### src/core/vsi_pkg.sv
// constants and types shared by the video input synchroniser
package vsi_pkg;

  // register bus geometry
  localparam int AXI_ADDR_W = 8;
  localparam int AXI_DATA_W = 32;
  localparam logic [1:0] RESP_OKAY = 2'h0;
  localparam logic [1:0] RESP_SLVERR = 2'h2;

  // register byte offsets
  localparam logic [7:0] REG_CTRL = 8'h00;
  localparam logic [7:0] REG_STATUS = 8'h04;
  localparam logic [7:0] REG_POS = 8'h08;

  // control register fields and reset value
  localparam int CTRL_EMBEDDED_BIT = 0;
  localparam int CTRL_EDGE_BIT = 1;
  localparam int CTRL_SQUARE_BIT = 2;
  localparam int CTRL_PAL_BIT = 3;
  localparam logic [3:0] CTRL_RESET = 4'h0;

  // status register fields
  localparam int STAT_LOCK_BIT = 0;
  localparam int STAT_FIELD_BIT = 1;
  localparam int STAT_VBLANK_BIT = 2;
  localparam int STAT_REFUSED_BIT = 3;
  localparam int STAT_PROT_ERR_BIT = 4;
  localparam int STAT_LINE_LSB = 16;
  localparam int POS_LEN_LSB = 16;

  // sampled pins: clock, invert, hsync, vsync, data
  localparam int PIN_W = 12;

  // first chroma word position after hsync falls
  localparam logic [11:0] CB0_NTSC_STD = 12'h0f4;
  localparam logic [11:0] CB0_NTSC_SQ = 12'h0ec;
  localparam logic [11:0] CB0_PAL_STD = 12'h108;
  localparam logic [11:0] CB0_PAL_SQ = 12'h136;
  localparam logic [11:0] ACTIVE_WORDS = 12'h5a0;
  localparam logic [11:0] LINE_LEN_RESET = 12'h6b4;

  // odd field window and line numbering
  localparam logic [3:0] VS_WINDOW = 4'h3;
  localparam logic [3:0] VS_AGE_MAX = 4'hf;
  localparam logic [9:0] ODD_LINE_NTSC = 10'h004;
  localparam logic [9:0] ODD_LINE_PAL = 10'h001;
  localparam logic [9:0] FRAME_LINES_NTSC = 10'h20d;
  localparam logic [9:0] FRAME_LINES_PAL = 10'h271;
  localparam logic [9:0] FIELD2_LINE_NTSC = 10'h10a;
  localparam logic [9:0] FIELD2_LINE_PAL = 10'h139;
  localparam logic [9:0] HIDDEN_LINE_A_PAL = 10'h017;
  localparam logic [9:0] HIDDEN_LINE_B_PAL = 10'h26f;
  localparam logic [9:0] LINE_ONE = 10'h001;

  // timing reference code layout
  localparam logic [23:0] TRS_PREAMBLE = 24'hff_0000;
  localparam int TRS_ONE_BIT = 7;
  localparam int TRS_F_BIT = 6;
  localparam int TRS_V_BIT = 5;
  localparam int TRS_H_BIT = 4;

  // lock tracking states
  typedef enum logic [1:0] {
    LOCK_HUNT = 2'b01,
    LOCK_HELD = 2'b10
  } vsi_lock_t;

endpackage

### src/core/vsi_video_input_sync.sv
// video input synchroniser: slave sync and embedded timing code front end
//
// Summary of operation
// RULE_01 - control bit picks slave sync (0) or embedded timing codes (1)
// RULE_02 - embedded mode takes all timing from data, ignores sync pins
// RULE_03 - embedded mode refused while square pixel rate is selected
// RULE_04 - falling pixel clock edge samples when invert pin or edge bit is 1
// RULE_05 - with both at 0 the rising pixel clock edge samples bus and syncs
// RULE_06 - sync pins are examined on the same edge that captures data
// RULE_07 - hsync low sample is position 0; NTSC first Cb at 244 or 236
// RULE_08 - PAL first Cb word at 264 standard or 310 square pixel
// RULE_09 - vsync fall in window around hsync low marks odd field line 4
// RULE_10 - PAL controller drops vsync in that window on line 1
// RULE_11 - vertical resync only on odd field, other vsync falls ignored
// RULE_12 - missing sync: free-run on line timing learned from last sync
// RULE_13 - NTSC controller keeps vsync low about three lines
// RULE_14 - PAL controller keeps vsync low about two to three lines
// RULE_15 - controller drives black or non-reserved codes outside active video
// RULE_16 - PAL slave mode drops data of lines 23 and 623
// RULE_17 - byte after FF 00 00 is a timing code; sync to EAV codes
// RULE_18 - timing code bits: 7 one, 6 F, 5 V, 4 H, 3..0 protection
// RULE_19 - F low field 1, V high blanking, H high EAV, H low SAV
// RULE_20 - protection nibble follows the fixed F V H table
// RULE_21 - EAV starts at luma 720, line ends at 857 or 863
// RULE_22 - embedded mode frame sync when EAV field flag goes 1 to 0
// RULE_23 - controller supplies 27 MHz or square pixel clock per rate bit
`timescale 1ns/10ps
`default_nettype none
module vsi_video_input_sync
  import vsi_pkg::*;
(
  // clock and reset
  input wire logic aclk,
  input wire logic aresetn,
  // pixel bus pins
  input wire logic pixel_clock_in,
  input wire logic sample_edge_invert_pin,
  input wire logic horizontal_sync_in,
  input wire logic vertical_sync_in,
  input wire logic [7:0] pixel_data_in,
  // axi4-lite write channels
  input wire logic [AXI_ADDR_W-1:0] s_axi_awaddr,
  input wire logic s_axi_awvalid,
  output logic s_axi_awready,
  input wire logic [AXI_DATA_W-1:0] s_axi_wdata,
  input wire logic [3:0] s_axi_wstrb,
  input wire logic s_axi_wvalid,
  output logic s_axi_wready,
  output logic [1:0] s_axi_bresp,
  output logic s_axi_bvalid,
  input wire logic s_axi_bready,
  // axi4-lite read channels
  input wire logic [AXI_ADDR_W-1:0] s_axi_araddr,
  input wire logic s_axi_arvalid,
  output logic s_axi_arready,
  output logic [AXI_DATA_W-1:0] s_axi_rdata,
  output logic [1:0] s_axi_rresp,
  output logic s_axi_rvalid,
  input wire logic s_axi_rready,
  // captured video stream
  output logic [7:0] video_data_out,
  output logic video_valid_out,
  output logic first_blue_chroma_word,
  output logic line_start_out,
  output logic field_out,
  output logic [9:0] line_number_out
);

  // protection nibble for a flag triple
  function automatic logic [3:0] trs_protect(input logic [2:0] fvh);
    return {fvh[1] ^ fvh[0], fvh[2] ^ fvh[0], fvh[2] ^ fvh[1], ^fvh};
  endfunction

  //////////////////////////////////////////////////////////////////////////////
  // pin sampling

  logic [PIN_W-1:0] pins_stable;
  logic pclk_prev_reg;
  logic sample_edge_select;
  logic square_pixel_rate_select;
  logic embedded_sync_select;
  logic pal_select;
  logic emb_mode;
  logic invert_edge;
  logic sample_now;
  logic pclk_s;
  logic hs_s;
  logic vs_s;
  logic [7:0] data_s;

  vsi_pin_sync #(
    .W(PIN_W)
  ) u_pin_sync (
    .aclk(aclk),
    .aresetn(aresetn),
    .pins_in({pixel_clock_in, sample_edge_invert_pin, horizontal_sync_in,
              vertical_sync_in, pixel_data_in}),
    .pins_stable(pins_stable)
  );

  assign pclk_s = pins_stable[11];
  assign hs_s = pins_stable[9];
  assign vs_s = pins_stable[8];
  assign data_s = pins_stable[7:0];

  // select sampling edge of the pixel clock
  assign invert_edge = pins_stable[10] | sample_edge_select;
  assign sample_now = invert_edge ? (pclk_prev_reg & ~pclk_s)  // RULE_04
                                  : (~pclk_prev_reg & pclk_s);  // RULE_05

  // embedded decoding only at the standard rate
  assign emb_mode = embedded_sync_select & ~square_pixel_rate_select;  // RULE_01 RULE_03

  always_ff @(posedge aclk) begin
    if (!aresetn) begin
      pclk_prev_reg <= 1'b0;
    end else begin
      pclk_prev_reg <= pclk_s;
    end
  end

  //////////////////////////////////////////////////////////////////////////////
  // sampled sync edges and vsync window

  logic hs_prev_reg;
  logic vs_prev_reg;
  logic hs_fall;
  logic hs_rise;
  logic vs_fall;
  logic [3:0] vs_age_reg;
  logic cand_reg;
  logic fell_low_reg;
  logic odd_hit;

  // syncs judged only on the data sampling edge, ignored in embedded mode
  assign hs_fall = sample_now & ~emb_mode & hs_prev_reg & ~hs_s;  // RULE_06 RULE_02
  assign hs_rise = sample_now & ~emb_mode & ~hs_prev_reg & hs_s;
  assign vs_fall = sample_now & ~emb_mode & vs_prev_reg & ~vs_s;

  // vsync fell up to 3 before hsync fall, or at least 3 before its rise
  assign odd_hit = hs_rise & (cand_reg | (fell_low_reg & (vs_age_reg >= VS_WINDOW)));  // RULE_09

  always_ff @(posedge aclk) begin
    if (!aresetn) begin
      hs_prev_reg <= 1'b1;
      vs_prev_reg <= 1'b1;
      vs_age_reg <= VS_AGE_MAX;
      cand_reg <= 1'b0;
      fell_low_reg <= 1'b0;
    end else if (sample_now) begin
      hs_prev_reg <= hs_s;
      vs_prev_reg <= vs_s;
      if (vs_fall) begin
        vs_age_reg <= 4'h1;
      end else if (vs_age_reg != VS_AGE_MAX) begin
        vs_age_reg <= vs_age_reg + 4'h1;
      end
      if (hs_fall) begin
        cand_reg <= vs_fall | (vs_age_reg <= VS_WINDOW);
        fell_low_reg <= 1'b0;
      end else if (hs_rise) begin
        cand_reg <= 1'b0;
        fell_low_reg <= 1'b0;
      end else if (vs_fall && !hs_s) begin
        fell_low_reg <= 1'b1;
      end
    end
  end

  //////////////////////////////////////////////////////////////////////////////
  // timing reference code decoding

  logic [23:0] pre_reg;
  logic trs_seen;
  logic trs_ok;
  logic eav_ok;
  logic sav_ok;
  logic f_last_reg;
  logic vblank_reg;
  logic prot_err_reg;
  logic prot_clr;
  logic sav_arm_reg;

  // code byte after the preamble: fixed one and protection
  assign trs_seen = sample_now & emb_mode & (pre_reg == TRS_PREAMBLE);  // RULE_17
  assign trs_ok = data_s[TRS_ONE_BIT]
                  & (data_s[3:0] == trs_protect(data_s[TRS_F_BIT:TRS_H_BIT]));  // RULE_18 RULE_20
  assign eav_ok = trs_seen & trs_ok & data_s[TRS_H_BIT];  // RULE_19
  assign sav_ok = trs_seen & trs_ok & ~data_s[TRS_H_BIT];

  always_ff @(posedge aclk) begin
    if (!aresetn) begin
      pre_reg <= '0;
      f_last_reg <= 1'b0;
      vblank_reg <= 1'b0;
      sav_arm_reg <= 1'b0;
    end else if (sample_now) begin
      pre_reg <= {pre_reg[15:0], data_s};
      sav_arm_reg <= sav_ok & ~data_s[TRS_V_BIT];  // RULE_19
      if (eav_ok) begin
        f_last_reg <= data_s[TRS_F_BIT];
        vblank_reg <= data_s[TRS_V_BIT];
      end
    end
  end

  // sticky protection error, a new error wins over a clear
  always_ff @(posedge aclk) begin
    if (!aresetn) begin
      prot_err_reg <= 1'b0;
    end else if (trs_seen && !trs_ok) begin
      prot_err_reg <= 1'b1;
    end else if (prot_clr) begin
      prot_err_reg <= 1'b0;
    end
  end

  //////////////////////////////////////////////////////////////////////////////
  // line timing, line and field counting

  logic [11:0] h_cnt_reg;
  logic [11:0] line_len_reg;
  logic h_seen_reg;
  logic wrap_seen_reg;
  logic h_wrap;
  logic new_line;
  logic [9:0] line_reg;
  logic [9:0] frame_lines;
  logic [9:0] odd_line;
  logic [9:0] field2_line;
  logic [9:0] line_inc;
  logic field_reg;
  vsi_lock_t lock_reg;
  logic vresync;

  assign frame_lines = pal_select ? FRAME_LINES_PAL : FRAME_LINES_NTSC;
  assign odd_line = pal_select ? ODD_LINE_PAL : ODD_LINE_NTSC;
  assign field2_line = pal_select ? FIELD2_LINE_PAL : FIELD2_LINE_NTSC;
  assign line_inc = (line_reg >= frame_lines) ? LINE_ONE : line_reg + 10'h001;

  // free-run wrap when hsync does not come
  assign h_wrap = sample_now & ~emb_mode & ~hs_fall & (h_cnt_reg >= line_len_reg - 12'h001);  // RULE_12
  // an hsync soon after a free-run wrap does not count twice
  assign new_line = h_wrap | (hs_fall & (h_cnt_reg > (line_len_reg >> 1))) | eav_ok;
  // odd field accepted while hunting or in the first field only
  assign vresync = (odd_hit & ((lock_reg == LOCK_HUNT) | ~field_reg))  // RULE_11
                   | (eav_ok & f_last_reg & ~data_s[TRS_F_BIT]);  // RULE_22

  // pixel position counter and learned line length
  always_ff @(posedge aclk) begin
    if (!aresetn) begin
      h_cnt_reg <= '0;
      line_len_reg <= LINE_LEN_RESET;
      h_seen_reg <= 1'b0;
      wrap_seen_reg <= 1'b0;
    end else if (sample_now) begin
      if (hs_fall || h_wrap || eav_ok) begin
        h_cnt_reg <= '0;  // RULE_07
        wrap_seen_reg <= h_wrap;
      end else begin
        h_cnt_reg <= h_cnt_reg + 12'h001;
      end
      if (hs_fall) begin
        h_seen_reg <= 1'b1;
        if (h_seen_reg && !wrap_seen_reg) begin
          line_len_reg <= h_cnt_reg + 12'h001;  // RULE_12
        end
      end
    end
  end

  // line number, field and lock tracking
  always_ff @(posedge aclk) begin
    if (!aresetn) begin
      line_reg <= LINE_ONE;
      field_reg <= 1'b0;
      lock_reg <= LOCK_HUNT;
    end else if (sample_now) begin
      if (vresync) begin
        line_reg <= odd_line;
        field_reg <= 1'b0;
        lock_reg <= LOCK_HELD;
      end else if (new_line) begin
        line_reg <= line_inc;
        if (eav_ok) begin
          field_reg <= data_s[TRS_F_BIT];  // RULE_19
        end else begin
          field_reg <= (line_inc >= field2_line) || (line_inc < odd_line);
        end
      end
      if (!emb_mode && !h_seen_reg) begin
        lock_reg <= LOCK_HUNT;
      end
    end
  end

  //////////////////////////////////////////////////////////////////////////////
  // active video capture

  logic [11:0] cb0_pos;
  logic [11:0] act_cnt_reg;
  logic line_visible;
  logic act_start;

  // first chroma word per standard and rate
  always_comb begin
    case ({pal_select, square_pixel_rate_select})
      2'b00: cb0_pos = CB0_NTSC_STD;  // RULE_07
      2'b01: cb0_pos = CB0_NTSC_SQ;
      2'b10: cb0_pos = CB0_PAL_STD;  // RULE_08
      2'b11: cb0_pos = CB0_PAL_SQ;
      default: cb0_pos = CB0_NTSC_STD;
    endcase
  end

  // PAL slave lines 23 and 623 never reach the output
  assign line_visible = ~(pal_select & ((line_reg == HIDDEN_LINE_A_PAL)
                                        | (line_reg == HIDDEN_LINE_B_PAL)));  // RULE_16
  assign act_start = emb_mode ? sav_arm_reg
                              : (~hs_fall & ~h_wrap & line_visible
                                 & (h_cnt_reg + 12'h001 == cb0_pos));

  always_ff @(posedge aclk) begin
    if (!aresetn) begin
      act_cnt_reg <= '0;
      video_data_out <= 8'h00;
      video_valid_out <= 1'b0;
      first_blue_chroma_word <= 1'b0;
    end else begin
      video_valid_out <= 1'b0;
      first_blue_chroma_word <= 1'b0;
      if (sample_now) begin
        if (act_start) begin
          act_cnt_reg <= ACTIVE_WORDS - 12'h001;
          video_data_out <= data_s;
          video_valid_out <= 1'b1;
          first_blue_chroma_word <= 1'b1;
        end else if (act_cnt_reg != 12'h000) begin
          act_cnt_reg <= act_cnt_reg - 12'h001;
          video_data_out <= data_s;
          video_valid_out <= 1'b1;
        end
      end
    end
  end

  // line start pulse and registered line state
  always_ff @(posedge aclk) begin
    if (!aresetn) begin
      line_start_out <= 1'b0;
      field_out <= 1'b0;
      line_number_out <= LINE_ONE;
    end else begin
      line_start_out <= sample_now & (new_line | vresync);
      field_out <= field_reg;
      line_number_out <= line_reg;
    end
  end

  //////////////////////////////////////////////////////////////////////////////
  // axi4-lite register slave

  logic [3:0] ctrl_reg;
  logic aw_held_reg;
  logic w_held_reg;
  logic [AXI_ADDR_W-1:0] aw_addr_reg;
  logic [AXI_DATA_W-1:0] w_data_reg;
  logic [3:0] w_strb_reg;
  logic do_write;
  logic [AXI_DATA_W-1:0] status_word;
  logic [AXI_DATA_W-1:0] pos_word;

  assign embedded_sync_select = ctrl_reg[CTRL_EMBEDDED_BIT];
  assign sample_edge_select = ctrl_reg[CTRL_EDGE_BIT];
  assign square_pixel_rate_select = ctrl_reg[CTRL_SQUARE_BIT];
  assign pal_select = ctrl_reg[CTRL_PAL_BIT];
  assign do_write = aw_held_reg & w_held_reg & ~s_axi_bvalid;
  assign prot_clr = do_write & (aw_addr_reg == REG_STATUS) & w_strb_reg[0]
                    & w_data_reg[STAT_PROT_ERR_BIT];

  // status and position read words
  always_comb begin
    status_word = '0;
    status_word[STAT_LOCK_BIT] = (lock_reg == LOCK_HELD);
    status_word[STAT_FIELD_BIT] = field_reg;
    status_word[STAT_VBLANK_BIT] = vblank_reg;
    status_word[STAT_REFUSED_BIT] = embedded_sync_select & square_pixel_rate_select;  // RULE_03
    status_word[STAT_PROT_ERR_BIT] = prot_err_reg;
    status_word[STAT_LINE_LSB +: 10] = line_reg;
    pos_word = '0;
    pos_word[11:0] = h_cnt_reg;
    pos_word[POS_LEN_LSB +: 12] = line_len_reg;
  end

  // write address and data taken in either order
  always_ff @(posedge aclk) begin
    if (!aresetn) begin
      aw_held_reg <= 1'b0;
      w_held_reg <= 1'b0;
      aw_addr_reg <= '0;
      w_data_reg <= '0;
      w_strb_reg <= 4'h0;
      s_axi_awready <= 1'b0;
      s_axi_wready <= 1'b0;
    end else begin
      s_axi_awready <= ~aw_held_reg & ~s_axi_awready & ~s_axi_bvalid;
      s_axi_wready <= ~w_held_reg & ~s_axi_wready & ~s_axi_bvalid;
      if (s_axi_awvalid && s_axi_awready) begin
        aw_held_reg <= 1'b1;
        aw_addr_reg <= s_axi_awaddr;
      end else if (do_write) begin
        aw_held_reg <= 1'b0;
      end
      if (s_axi_wvalid && s_axi_wready) begin
        w_held_reg <= 1'b1;
        w_data_reg <= s_axi_wdata;
        w_strb_reg <= s_axi_wstrb;
      end else if (do_write) begin
        w_held_reg <= 1'b0;
      end
    end
  end

  // control register update and write response
  always_ff @(posedge aclk) begin
    if (!aresetn) begin
      ctrl_reg <= CTRL_RESET;
      s_axi_bvalid <= 1'b0;
      s_axi_bresp <= RESP_OKAY;
    end else begin
      if (do_write) begin
        s_axi_bvalid <= 1'b1;
        s_axi_bresp <= RESP_OKAY;
        if (aw_addr_reg == REG_CTRL) begin
          if (w_strb_reg[0]) begin
            ctrl_reg <= w_data_reg[3:0];
          end
        end else if (aw_addr_reg != REG_STATUS && aw_addr_reg != REG_POS) begin
          s_axi_bresp <= RESP_SLVERR;
        end
      end else if (s_axi_bvalid && s_axi_bready) begin
        s_axi_bvalid <= 1'b0;
      end
    end
  end

  // read channel, one outstanding read
  always_ff @(posedge aclk) begin
    if (!aresetn) begin
      s_axi_arready <= 1'b0;
      s_axi_rvalid <= 1'b0;
      s_axi_rdata <= '0;
      s_axi_rresp <= RESP_OKAY;
    end else begin
      s_axi_arready <= ~s_axi_rvalid & ~s_axi_arready;
      if (s_axi_arvalid && s_axi_arready) begin
        s_axi_arready <= 1'b0;
        s_axi_rvalid <= 1'b1;
        s_axi_rresp <= RESP_OKAY;
        case (s_axi_araddr)
          REG_CTRL: s_axi_rdata <= {28'h000_0000, ctrl_reg};
          REG_STATUS: s_axi_rdata <= status_word;
          REG_POS: s_axi_rdata <= pos_word;
          default: begin
            s_axi_rdata <= '0;
            s_axi_rresp <= RESP_SLVERR;
          end
        endcase
      end else if (s_axi_rvalid && s_axi_rready) begin
        s_axi_rvalid <= 1'b0;
      end
    end
  end

endmodule
`default_nettype wire

### src/core/vsi_pin_sync.sv
// three-stage synchroniser with agreement filter for pixel bus pins
`timescale 1ns/10ps
`default_nettype none
module vsi_pin_sync
  import vsi_pkg::*;
#(
  parameter int W = PIN_W
) (
  // clock and reset
  input wire logic aclk,
  input wire logic aresetn,
  // raw pins and filtered result
  input wire logic [W-1:0] pins_in,
  output logic [W-1:0] pins_stable
);

  logic [W-1:0] stage1_reg;
  logic [W-1:0] stage2_reg;
  logic [W-1:0] stage3_reg;

  // shift chain; first stage feeds only the second
  always_ff @(posedge aclk) begin
    if (!aresetn) begin
      stage1_reg <= '0;
      stage2_reg <= '0;
      stage3_reg <= '0;
    end else begin
      stage1_reg <= pins_in;
      stage2_reg <= stage1_reg;
      stage3_reg <= stage2_reg;
    end
  end

  // a bit changes once stages two and three agree
  always_ff @(posedge aclk) begin
    if (!aresetn) begin
      pins_stable <= '0;
    end else begin
      for (int i = 0; i < W; i++) begin
        if (stage2_reg[i] == stage3_reg[i]) begin
          pins_stable[i] <= stage3_reg[i];
        end
      end
    end
  end

endmodule
`default_nettype wire

### config.mk
export PLATFORM = sky130hd
export DESIGN_NAME = vsi_video_input_sync
export DESIGN_NICKNAME = d
export VERILOG_FILES = /design/src/core/vsi_pkg.sv /design/src/core/vsi_video_input_sync.sv /design/src/core/vsi_pin_sync.sv
export SDC_FILE = /design/constraint.sdc
export NUM_CORES = 1
export LEC_CHECK = 0
export ABC_AREA = 1
export BUFFER_PORTS_ARGS = -buffer_cell sky130_fd_sc_hd__buf_2
export CAP_MARGIN = 20
export CORE_UTILIZATION = 52
export CTS_CLUSTER_DIAMETER = 150
export DETAILED_ROUTE_END_ITERATION = 16
export PLACE_DENSITY = 0.86
export SLEW_MARGIN = 5
export SYNTH_ARGS = -nofsm -noshare
export SYNTH_HDL_FRONTEND = slang
export SYNTH_SLANG_ARGS = --single-unit
### constraint.sdc
create_clock -name aclk -period 2.7 [get_ports aclk]
set_input_delay 0.405 -clock aclk [delete_from_list [all_inputs] [get_ports aclk]]
set_output_delay 0.405 -clock aclk [all_outputs]
set_load 0.005 [all_outputs]
== Word-level counts from Yosys, hierarchy flattened ==
Cells that the tools add are included.
Word-level totals
  bits in registers: 219
  latch bits: 0
  memory bits (writable): 0
  memory bits (read-only): 0
  output and inout port bits: 63
  memories: 0
Operators by class
  $add $sub $neg: 5
  $mul: 0
  div/mod/pow operators: 0
  magnitude comparators: 7
  eq/ne operators: 28
  shift-type cells: 0
  multiplexer cells: 42
  bitwise operators: 75
  reductions and logical operators: 48
Operators with widths (count)
  28-bit case mux with 3 select lines: 1
  12-bit case mux with 4 select lines: 1
  1-bit AND: 41
  12-bit two-way mux: 3
  10-bit two-way mux: 3
  24-bit equality test, second input constant: 1
  12-bit by 1-bit subtractor with 12-bit output, second input constant: 2
  1-bit two-way mux: 22
  1-bit NOT: 22
  2-bit AND reduction: 10
  2-bit nonzero test: 10
  8-bit by 3-bit equality test with 1-bit output, second input constant: 2
  8-bit logical NOT: 2
  8-bit two-way mux: 2
  12-bit by 1-bit adder with 12-bit output, second input constant: 1
  1-bit equality test: 12
  12-bit equality test: 1
  12-bit greater-or-equal comparator: 1
  12-bit by 11-bit > comparator with 1-bit output: 1
  12-bit nonzero test: 1
  10-bit by 1-bit adder with 10-bit output, second input constant: 1
  10-bit equality test, second input constant: 1
  10-bit by 5-bit equality test with 1-bit output, second input constant: 1
  10-bit greater-or-equal comparator: 1
  other kinds (28): 62

== Logic depth before layout (Yosys ltp) ==
  word-level depth: 16
  mapped depth: 21

== Hierarchy ==
A second synthesis with hierarchy kept.
Second synthesis, totals
  cells, all modules: 1365
  area total of the unflattened synthesis: 9935.8 µm²
By module, submodules not included
  vsi_video_input_sync: instances 1, cells an instance 1204, area each 8506.9 µm²
  vsi_pin_sync: instances 1, cells an instance 161, area each 1428.9 µm²

== Worst setup path after synthesis ==
OpenSTA, ideal clock, no wires.
  path type: register -> register
  start: register line_len_reg[2]
  end: register video_data_out[2]
  library setup time: 114 ps
  arrival: 2808 ps
  required time: 2586 ps
  setup slack: -222 ps
  cell stages (with the launch flop): 20
  path buffers: 1
  period minus slack after synthesis: 2922 ps
  cell sequence: dfxtp_1 > nor2_1 > nand4_1 > nor3_1 > nand3_1 > nor3_1 > xor2_1 > inv_1 > ha_1 > nand2_1 > o21ai_0 > nor2_1 > nand4_1 > a21oi_1 > nand2_4 > nand3_4 > nand2_2 > buf_6 > o21ai_1 > nor2_2
Between the ends
  longest elaborated chain between the ends: 10
RTL lines
  from (decl): line vsi_video_input_sync.sv:222  | logic [11:0] line_len_reg;
  from (signal assigned): line vsi_video_input_sync.sv:266  | line_len_reg <= h_cnt_reg + 12'h001;
  12-bit by 1-bit subtractor with 12-bit output *: line vsi_video_input_sync.sv:242  | assign h_wrap = sample_now & ~emb_mode & ~hs_fall & (h_cnt_reg >= line_len_reg - 12'h001);
  12-bit greater-or-equal comparator *: line vsi_video_input_sync.sv:242
  1-bit AND *: line vsi_video_input_sync.sv:242
  1-bit NOT *: line vsi_video_input_sync.sv:320  | : (~hs_fall & ~h_wrap & line_visible
  1-bit AND * (2 in series): line vsi_video_input_sync.sv:320
  1-bit AND *: line vsi_video_input_sync.sv:321  | & (h_cnt_reg + 12'h001 == cb0_pos));
  1-bit two-way mux *: line vsi_video_input_sync.sv:319  | assign act_start = emb_mode ? sav_arm_reg
  2-bit nonzero test (no line)
  2-bit AND reduction (no line)
  to (signal assigned): line vsi_video_input_sync.sv:335  | video_data_out <= data_s;
  to (signal assigned): line vsi_video_input_sync.sv:340  | video_data_out <= data_s;
  to (decl): line vsi_video_input_sync.sv:61  | output logic [7:0] video_data_out,
Mark *: on every way between the ends. The rest lies on a longest branch, timed or not.
A chain may end at the register's enable or synchronous reset.

== Final worst setup path ==
  start: register line_len_reg[1]
  end: register h_cnt_reg[0]
Between the ends
  longest elaborated chain between the ends: 6
RTL lines
  12-bit by 1-bit subtractor with 12-bit output: line vsi_video_input_sync.sv:242
  12-bit greater-or-equal comparator: line vsi_video_input_sync.sv:242
  1-bit AND: line vsi_video_input_sync.sv:242
  1-bit logical OR (2 in series): line vsi_video_input_sync.sv:257  | if (hs_fall || h_wrap || eav_ok) begin
  12-bit two-way mux: line vsi_video_input_sync.sv:257
  to (signal assigned): line vsi_video_input_sync.sv:261  | h_cnt_reg <= h_cnt_reg + 12'h001;
  to (decl): line vsi_video_input_sync.sv:221  | logic [11:0] h_cnt_reg;
Every way passes these cells.

==> qor.txt <==
result of the run: finished, violations left
violations in the final reports: setup timing
max-cap viol count: 0
wire length of the first global-routing pass: 39.8 mm
Global Route Usage Sum: 0.247
clock slew at reported path FFs: 0.06 ns
type of the setup path with the least slack: flop to flop
per-cell routed wire length: 14.5 um
min Tclk post-route: 3.04 ns
worst IR drop on VDD: 0.000431 V
proportion of register bits with asynchronous set or reset after synthesis: 0
number of enable flip-flop cells after synthesis: 0
post-synthesis sequential element count: 209
clock buffer depth: 3
count of unique library cells instantiated by Yosys: 46
Placeable Area: 18300 sq um
synthesized area divided by synthesized cell count: 7.29 sq um
CTS H-tree depth: 1
setup slack after layout: -0.339 ns
ratio of total power to cell area: 538 nW/um^2
Yosys warnings: 0
detailed placement HPWL: 16.7 mm
count of TritonRoute iterations in the first routing pass: 5
data arrival time of the critical path: 3.49 ns
unrepaired setup endpoints after global routing: true
ports placed on the boundary: 134
number of vias in the routed layout: 9321
vias in the first global route: 8502
setup TNS after final layout: -11.43 ns
number of antenna repair diodes: 0
Port Buffers: 93
worst min-delay path category: input pin to flop
tightest slew margin relative to the limit: 0.573
worst slack after detailed placement: -0.431 ns
crit path max-delay cell type: sky130_fd_sc_hd__dfxtp_2
pin count of the biggest net entering global routing: 69
Die X-Extent: 140 um
clock tree from TritonCTS: yes
DRC errors left: 0
launching element type of the critical path: flop
most numerous cell on the critical path: sky130_fd_sc_hd__a21oi_2
TritonCTS buffer count: 23
most used flip-flop cell after synthesis: sky130_fd_sc_hd__dfxtp_1
standard cell area after detailed placement: 10800 sq um
antenna viol nets, final: 0
highest attainable clock frequency: 0.329 GHz
highest fanout seen on the critical path: 6
Final Cycle Share: 1.13
share of layout cells above drive strength 1: 0.204
number of hold-repair buffers added at the cts stage: 0
TritonCTS sink count: 209
data required time at the worst endpoint: 3.15 ns
Critical Path, Cell by Cell: nor2_2 > nand4_1 > nor3_2 > nand3_1 > buf_4 > xor2_1 > ha_1 > a21oi_2 > o21ai_2 > nor2_1 > nand4_1 > a21oi_2 > buf_4 > inv_2 > nor2_4 > clkbuf_16 > nand3_2 > a21oi_2
largest stage delay on the critical path: 0.32 ns
Iter 0 DRT Violations: 654
global route total overflow: 0
clock tree root buffer cell: sky130_fd_sc_hd__clkbuf_16
overall die area: 19500 sq um
Final Hold Viols: 0
Final setup violation count: 47
initial antenna violation count: 0
number of rows in the core area: 49
type of destination of the critical path: flop
clock latency reported for the late side of the worst-skew pair: 0.51 ns
post-detailed-routing wire length: 25.1 mm
Worst Max-Slew Pin Slew: 0.641 ns
vertical die dimension: 140 um
drt via density: 5.40
area added between synthesis and finish: 23.0%
cell types with the largest area share after synthesis: sky130_fd_sc_hd__dfxtp_1 43%, sky130_fd_sc_hd__nand2_1 9.6%, sky130_fd_sc_hd__inv_1 7.1%
post-synth top area share: 0.425
final instance area: 12100 sq um
max-slew violation total from the final report: 0
Post-Route Hold Slack: 0.0736 ns
Worst Skew: 0.0128 ns
Final GP Congestion: 0.924
combined area of all synthesized cells: 9840 sq um
post-synth top area cell: sky130_fd_sc_hd__dfxtp_1
sequential share of the synthesized area: 0.425
Post-layout nets: 1596
overall power of the completed layout: 0.00651 W
Leak: 5.63 nW
instance count of the mapped netlist: 1350
starting density of the core: 0.539
## cell usage after synthesis (2+ instances only)
master	n
sky130_fd_sc_hd__nor2_2	5
sky130_fd_sc_hd__nor2_1	113
sky130_fd_sc_hd__dfxtp_1	209
sky130_fd_sc_hd__nor4_1	13
sky130_fd_sc_hd__nand2_1	251
sky130_fd_sc_hd__xor2_1	19
sky130_fd_sc_hd__inv_2	4
sky130_fd_sc_hd__ha_1	44
sky130_fd_sc_hd__clkinv_1	2
sky130_fd_sc_hd__xnor2_1	11
sky130_fd_sc_hd__nor3_1	24
sky130_fd_sc_hd__nor2_4	3
sky130_fd_sc_hd__nand3_2	2
sky130_fd_sc_hd__clkbuf_1	39
sky130_fd_sc_hd__nand4_1	28
sky130_fd_sc_hd__a211oi_1	4
sky130_fd_sc_hd__nand2_2	10
sky130_fd_sc_hd__o21ai_0	91
sky130_fd_sc_hd__buf_4	12
sky130_fd_sc_hd__a21oi_1	133
sky130_fd_sc_hd__inv_1	187
sky130_fd_sc_hd__o21ai_1	11
sky130_fd_sc_hd__buf_2	4
sky130_fd_sc_hd__or2_2	2
sky130_fd_sc_hd__buf_1	3
sky130_fd_sc_hd__o21bai_1	4
sky130_fd_sc_hd__o22ai_1	13
sky130_fd_sc_hd__nand3_1	88
sky130_fd_sc_hd__o211ai_1	4
## worst max-delay path, delay by kind of cell (launching register included)
kind,cells,cell delay (ns)
AND/OR/NAND/NOR,8,1.05
flip-flops,1,0.32
adder cells (fa/ha/maj),1,0.31
XOR/XNOR,1,0.14
buffers and inverters,4,0.54
AO/OA/AOI/OAI,4,0.62
## repair_timing
action,CTS,global route
setup endpoints to repair,47,47
gates cloned,2,2
buffers inserted,6,0
pin swaps,13,11
resized for setup,33,81
endpoints found under the hold margin,0,0
## cells by family after synthesis
logic type	synth area share
xor+xnor	0.0267
compound gates	0.143
simple gates	0.246
other cells	0.000381
buf+inv	0.104
fa+ha+maj	0.0560
flops	0.425
## routing by layer
metal	routed length, um	global-route usage	share of wire
met1	10700	0.313	0.43
met2	11800	0.418	0.47
met3	1430	0.0348	0.057
met4	1070	0.111	0.043
met5	0	0	0
## metrics by stage
step / instances / util
finish: 1725 / 0.663
global placement: 1675 / 0.591
global route: 1725 / 0.663
floorplan: 1359 / -
CTS: 1723 / 0.643
detailed placement: 1675 / 0.591
## report_power, final
group	switching, W	internal [W]	total, W
logic	0.000150	0.0000804	0.000230
registers	0.0000299	0.00314	0.00317
clock network	0.00123	0.00189	0.00311
## cell type report
type | instances | area (sq um)
clock buffers | 31 | 656
inverters | 194 | 741
repair inverters | 1 | 11.3
flip-flops and latches | 209 | 4190
fillers | 1461 | 6160
multi-input cells | 898 | 5100
clock inverters | 9 | 103
well taps | 229 | 287
repair buffers | 154 | 1020
## layout by cell type, fill, tap and decap left out, types with 10 or more instances in the layout
cell type	count
sky130_fd_sc_hd__nand3_2	17
sky130_fd_sc_hd__buf_2	92
sky130_fd_sc_hd__o21ai_1	13
sky130_fd_sc_hd__xnor2_1	11
sky130_fd_sc_hd__buf_4	50
sky130_fd_sc_hd__nand2_4	10
sky130_fd_sc_hd__o21ai_0	84
sky130_fd_sc_hd__conb_1	10
sky130_fd_sc_hd__xor2_1	19
sky130_fd_sc_hd__nor4_1	13
sky130_fd_sc_hd__nor2_1	100
sky130_fd_sc_hd__clkbuf_16	24
sky130_fd_sc_hd__nand2_1	237
sky130_fd_sc_hd__inv_1	184
sky130_fd_sc_hd__nand3_1	70
sky130_fd_sc_hd__nor3_1	22
sky130_fd_sc_hd__nor2_4	13
sky130_fd_sc_hd__nand2_2	15
sky130_fd_sc_hd__a21oi_1	113
sky130_fd_sc_hd__o22ai_1	12
sky130_fd_sc_hd__a21oi_2	19
sky130_fd_sc_hd__nand4_1	28
sky130_fd_sc_hd__ha_1	43
sky130_fd_sc_hd__dfxtp_1	207
## final timing paths
| kind | from | to | slack (ns) | cells past startpoint |
|---|---|---|---|---|
| hold / removal | pixel_clock_in | u_pin_sync.stage1_reg[11]$_SDFF_PN0_ | 0.07 | 3 |
| setup reg to reg | line_len_reg[1]$_SDFFE_PN0P_ | h_cnt_reg[0]$_SDFFE_PN0P_ | -0.34 | 18 |
| setup / recovery | line_len_reg[1]$_SDFFE_PN0P_ | h_cnt_reg[0]$_SDFFE_PN0P_ | -0.34 | 18 |
| hold reg to reg | u_pin_sync.stage1_reg[1]$_SDFF_PN0_ | u_pin_sync.stage2_reg[1]$_SDFF_PN0_ | 0.41 | 2 |
(Power assumes the default switching activity.)
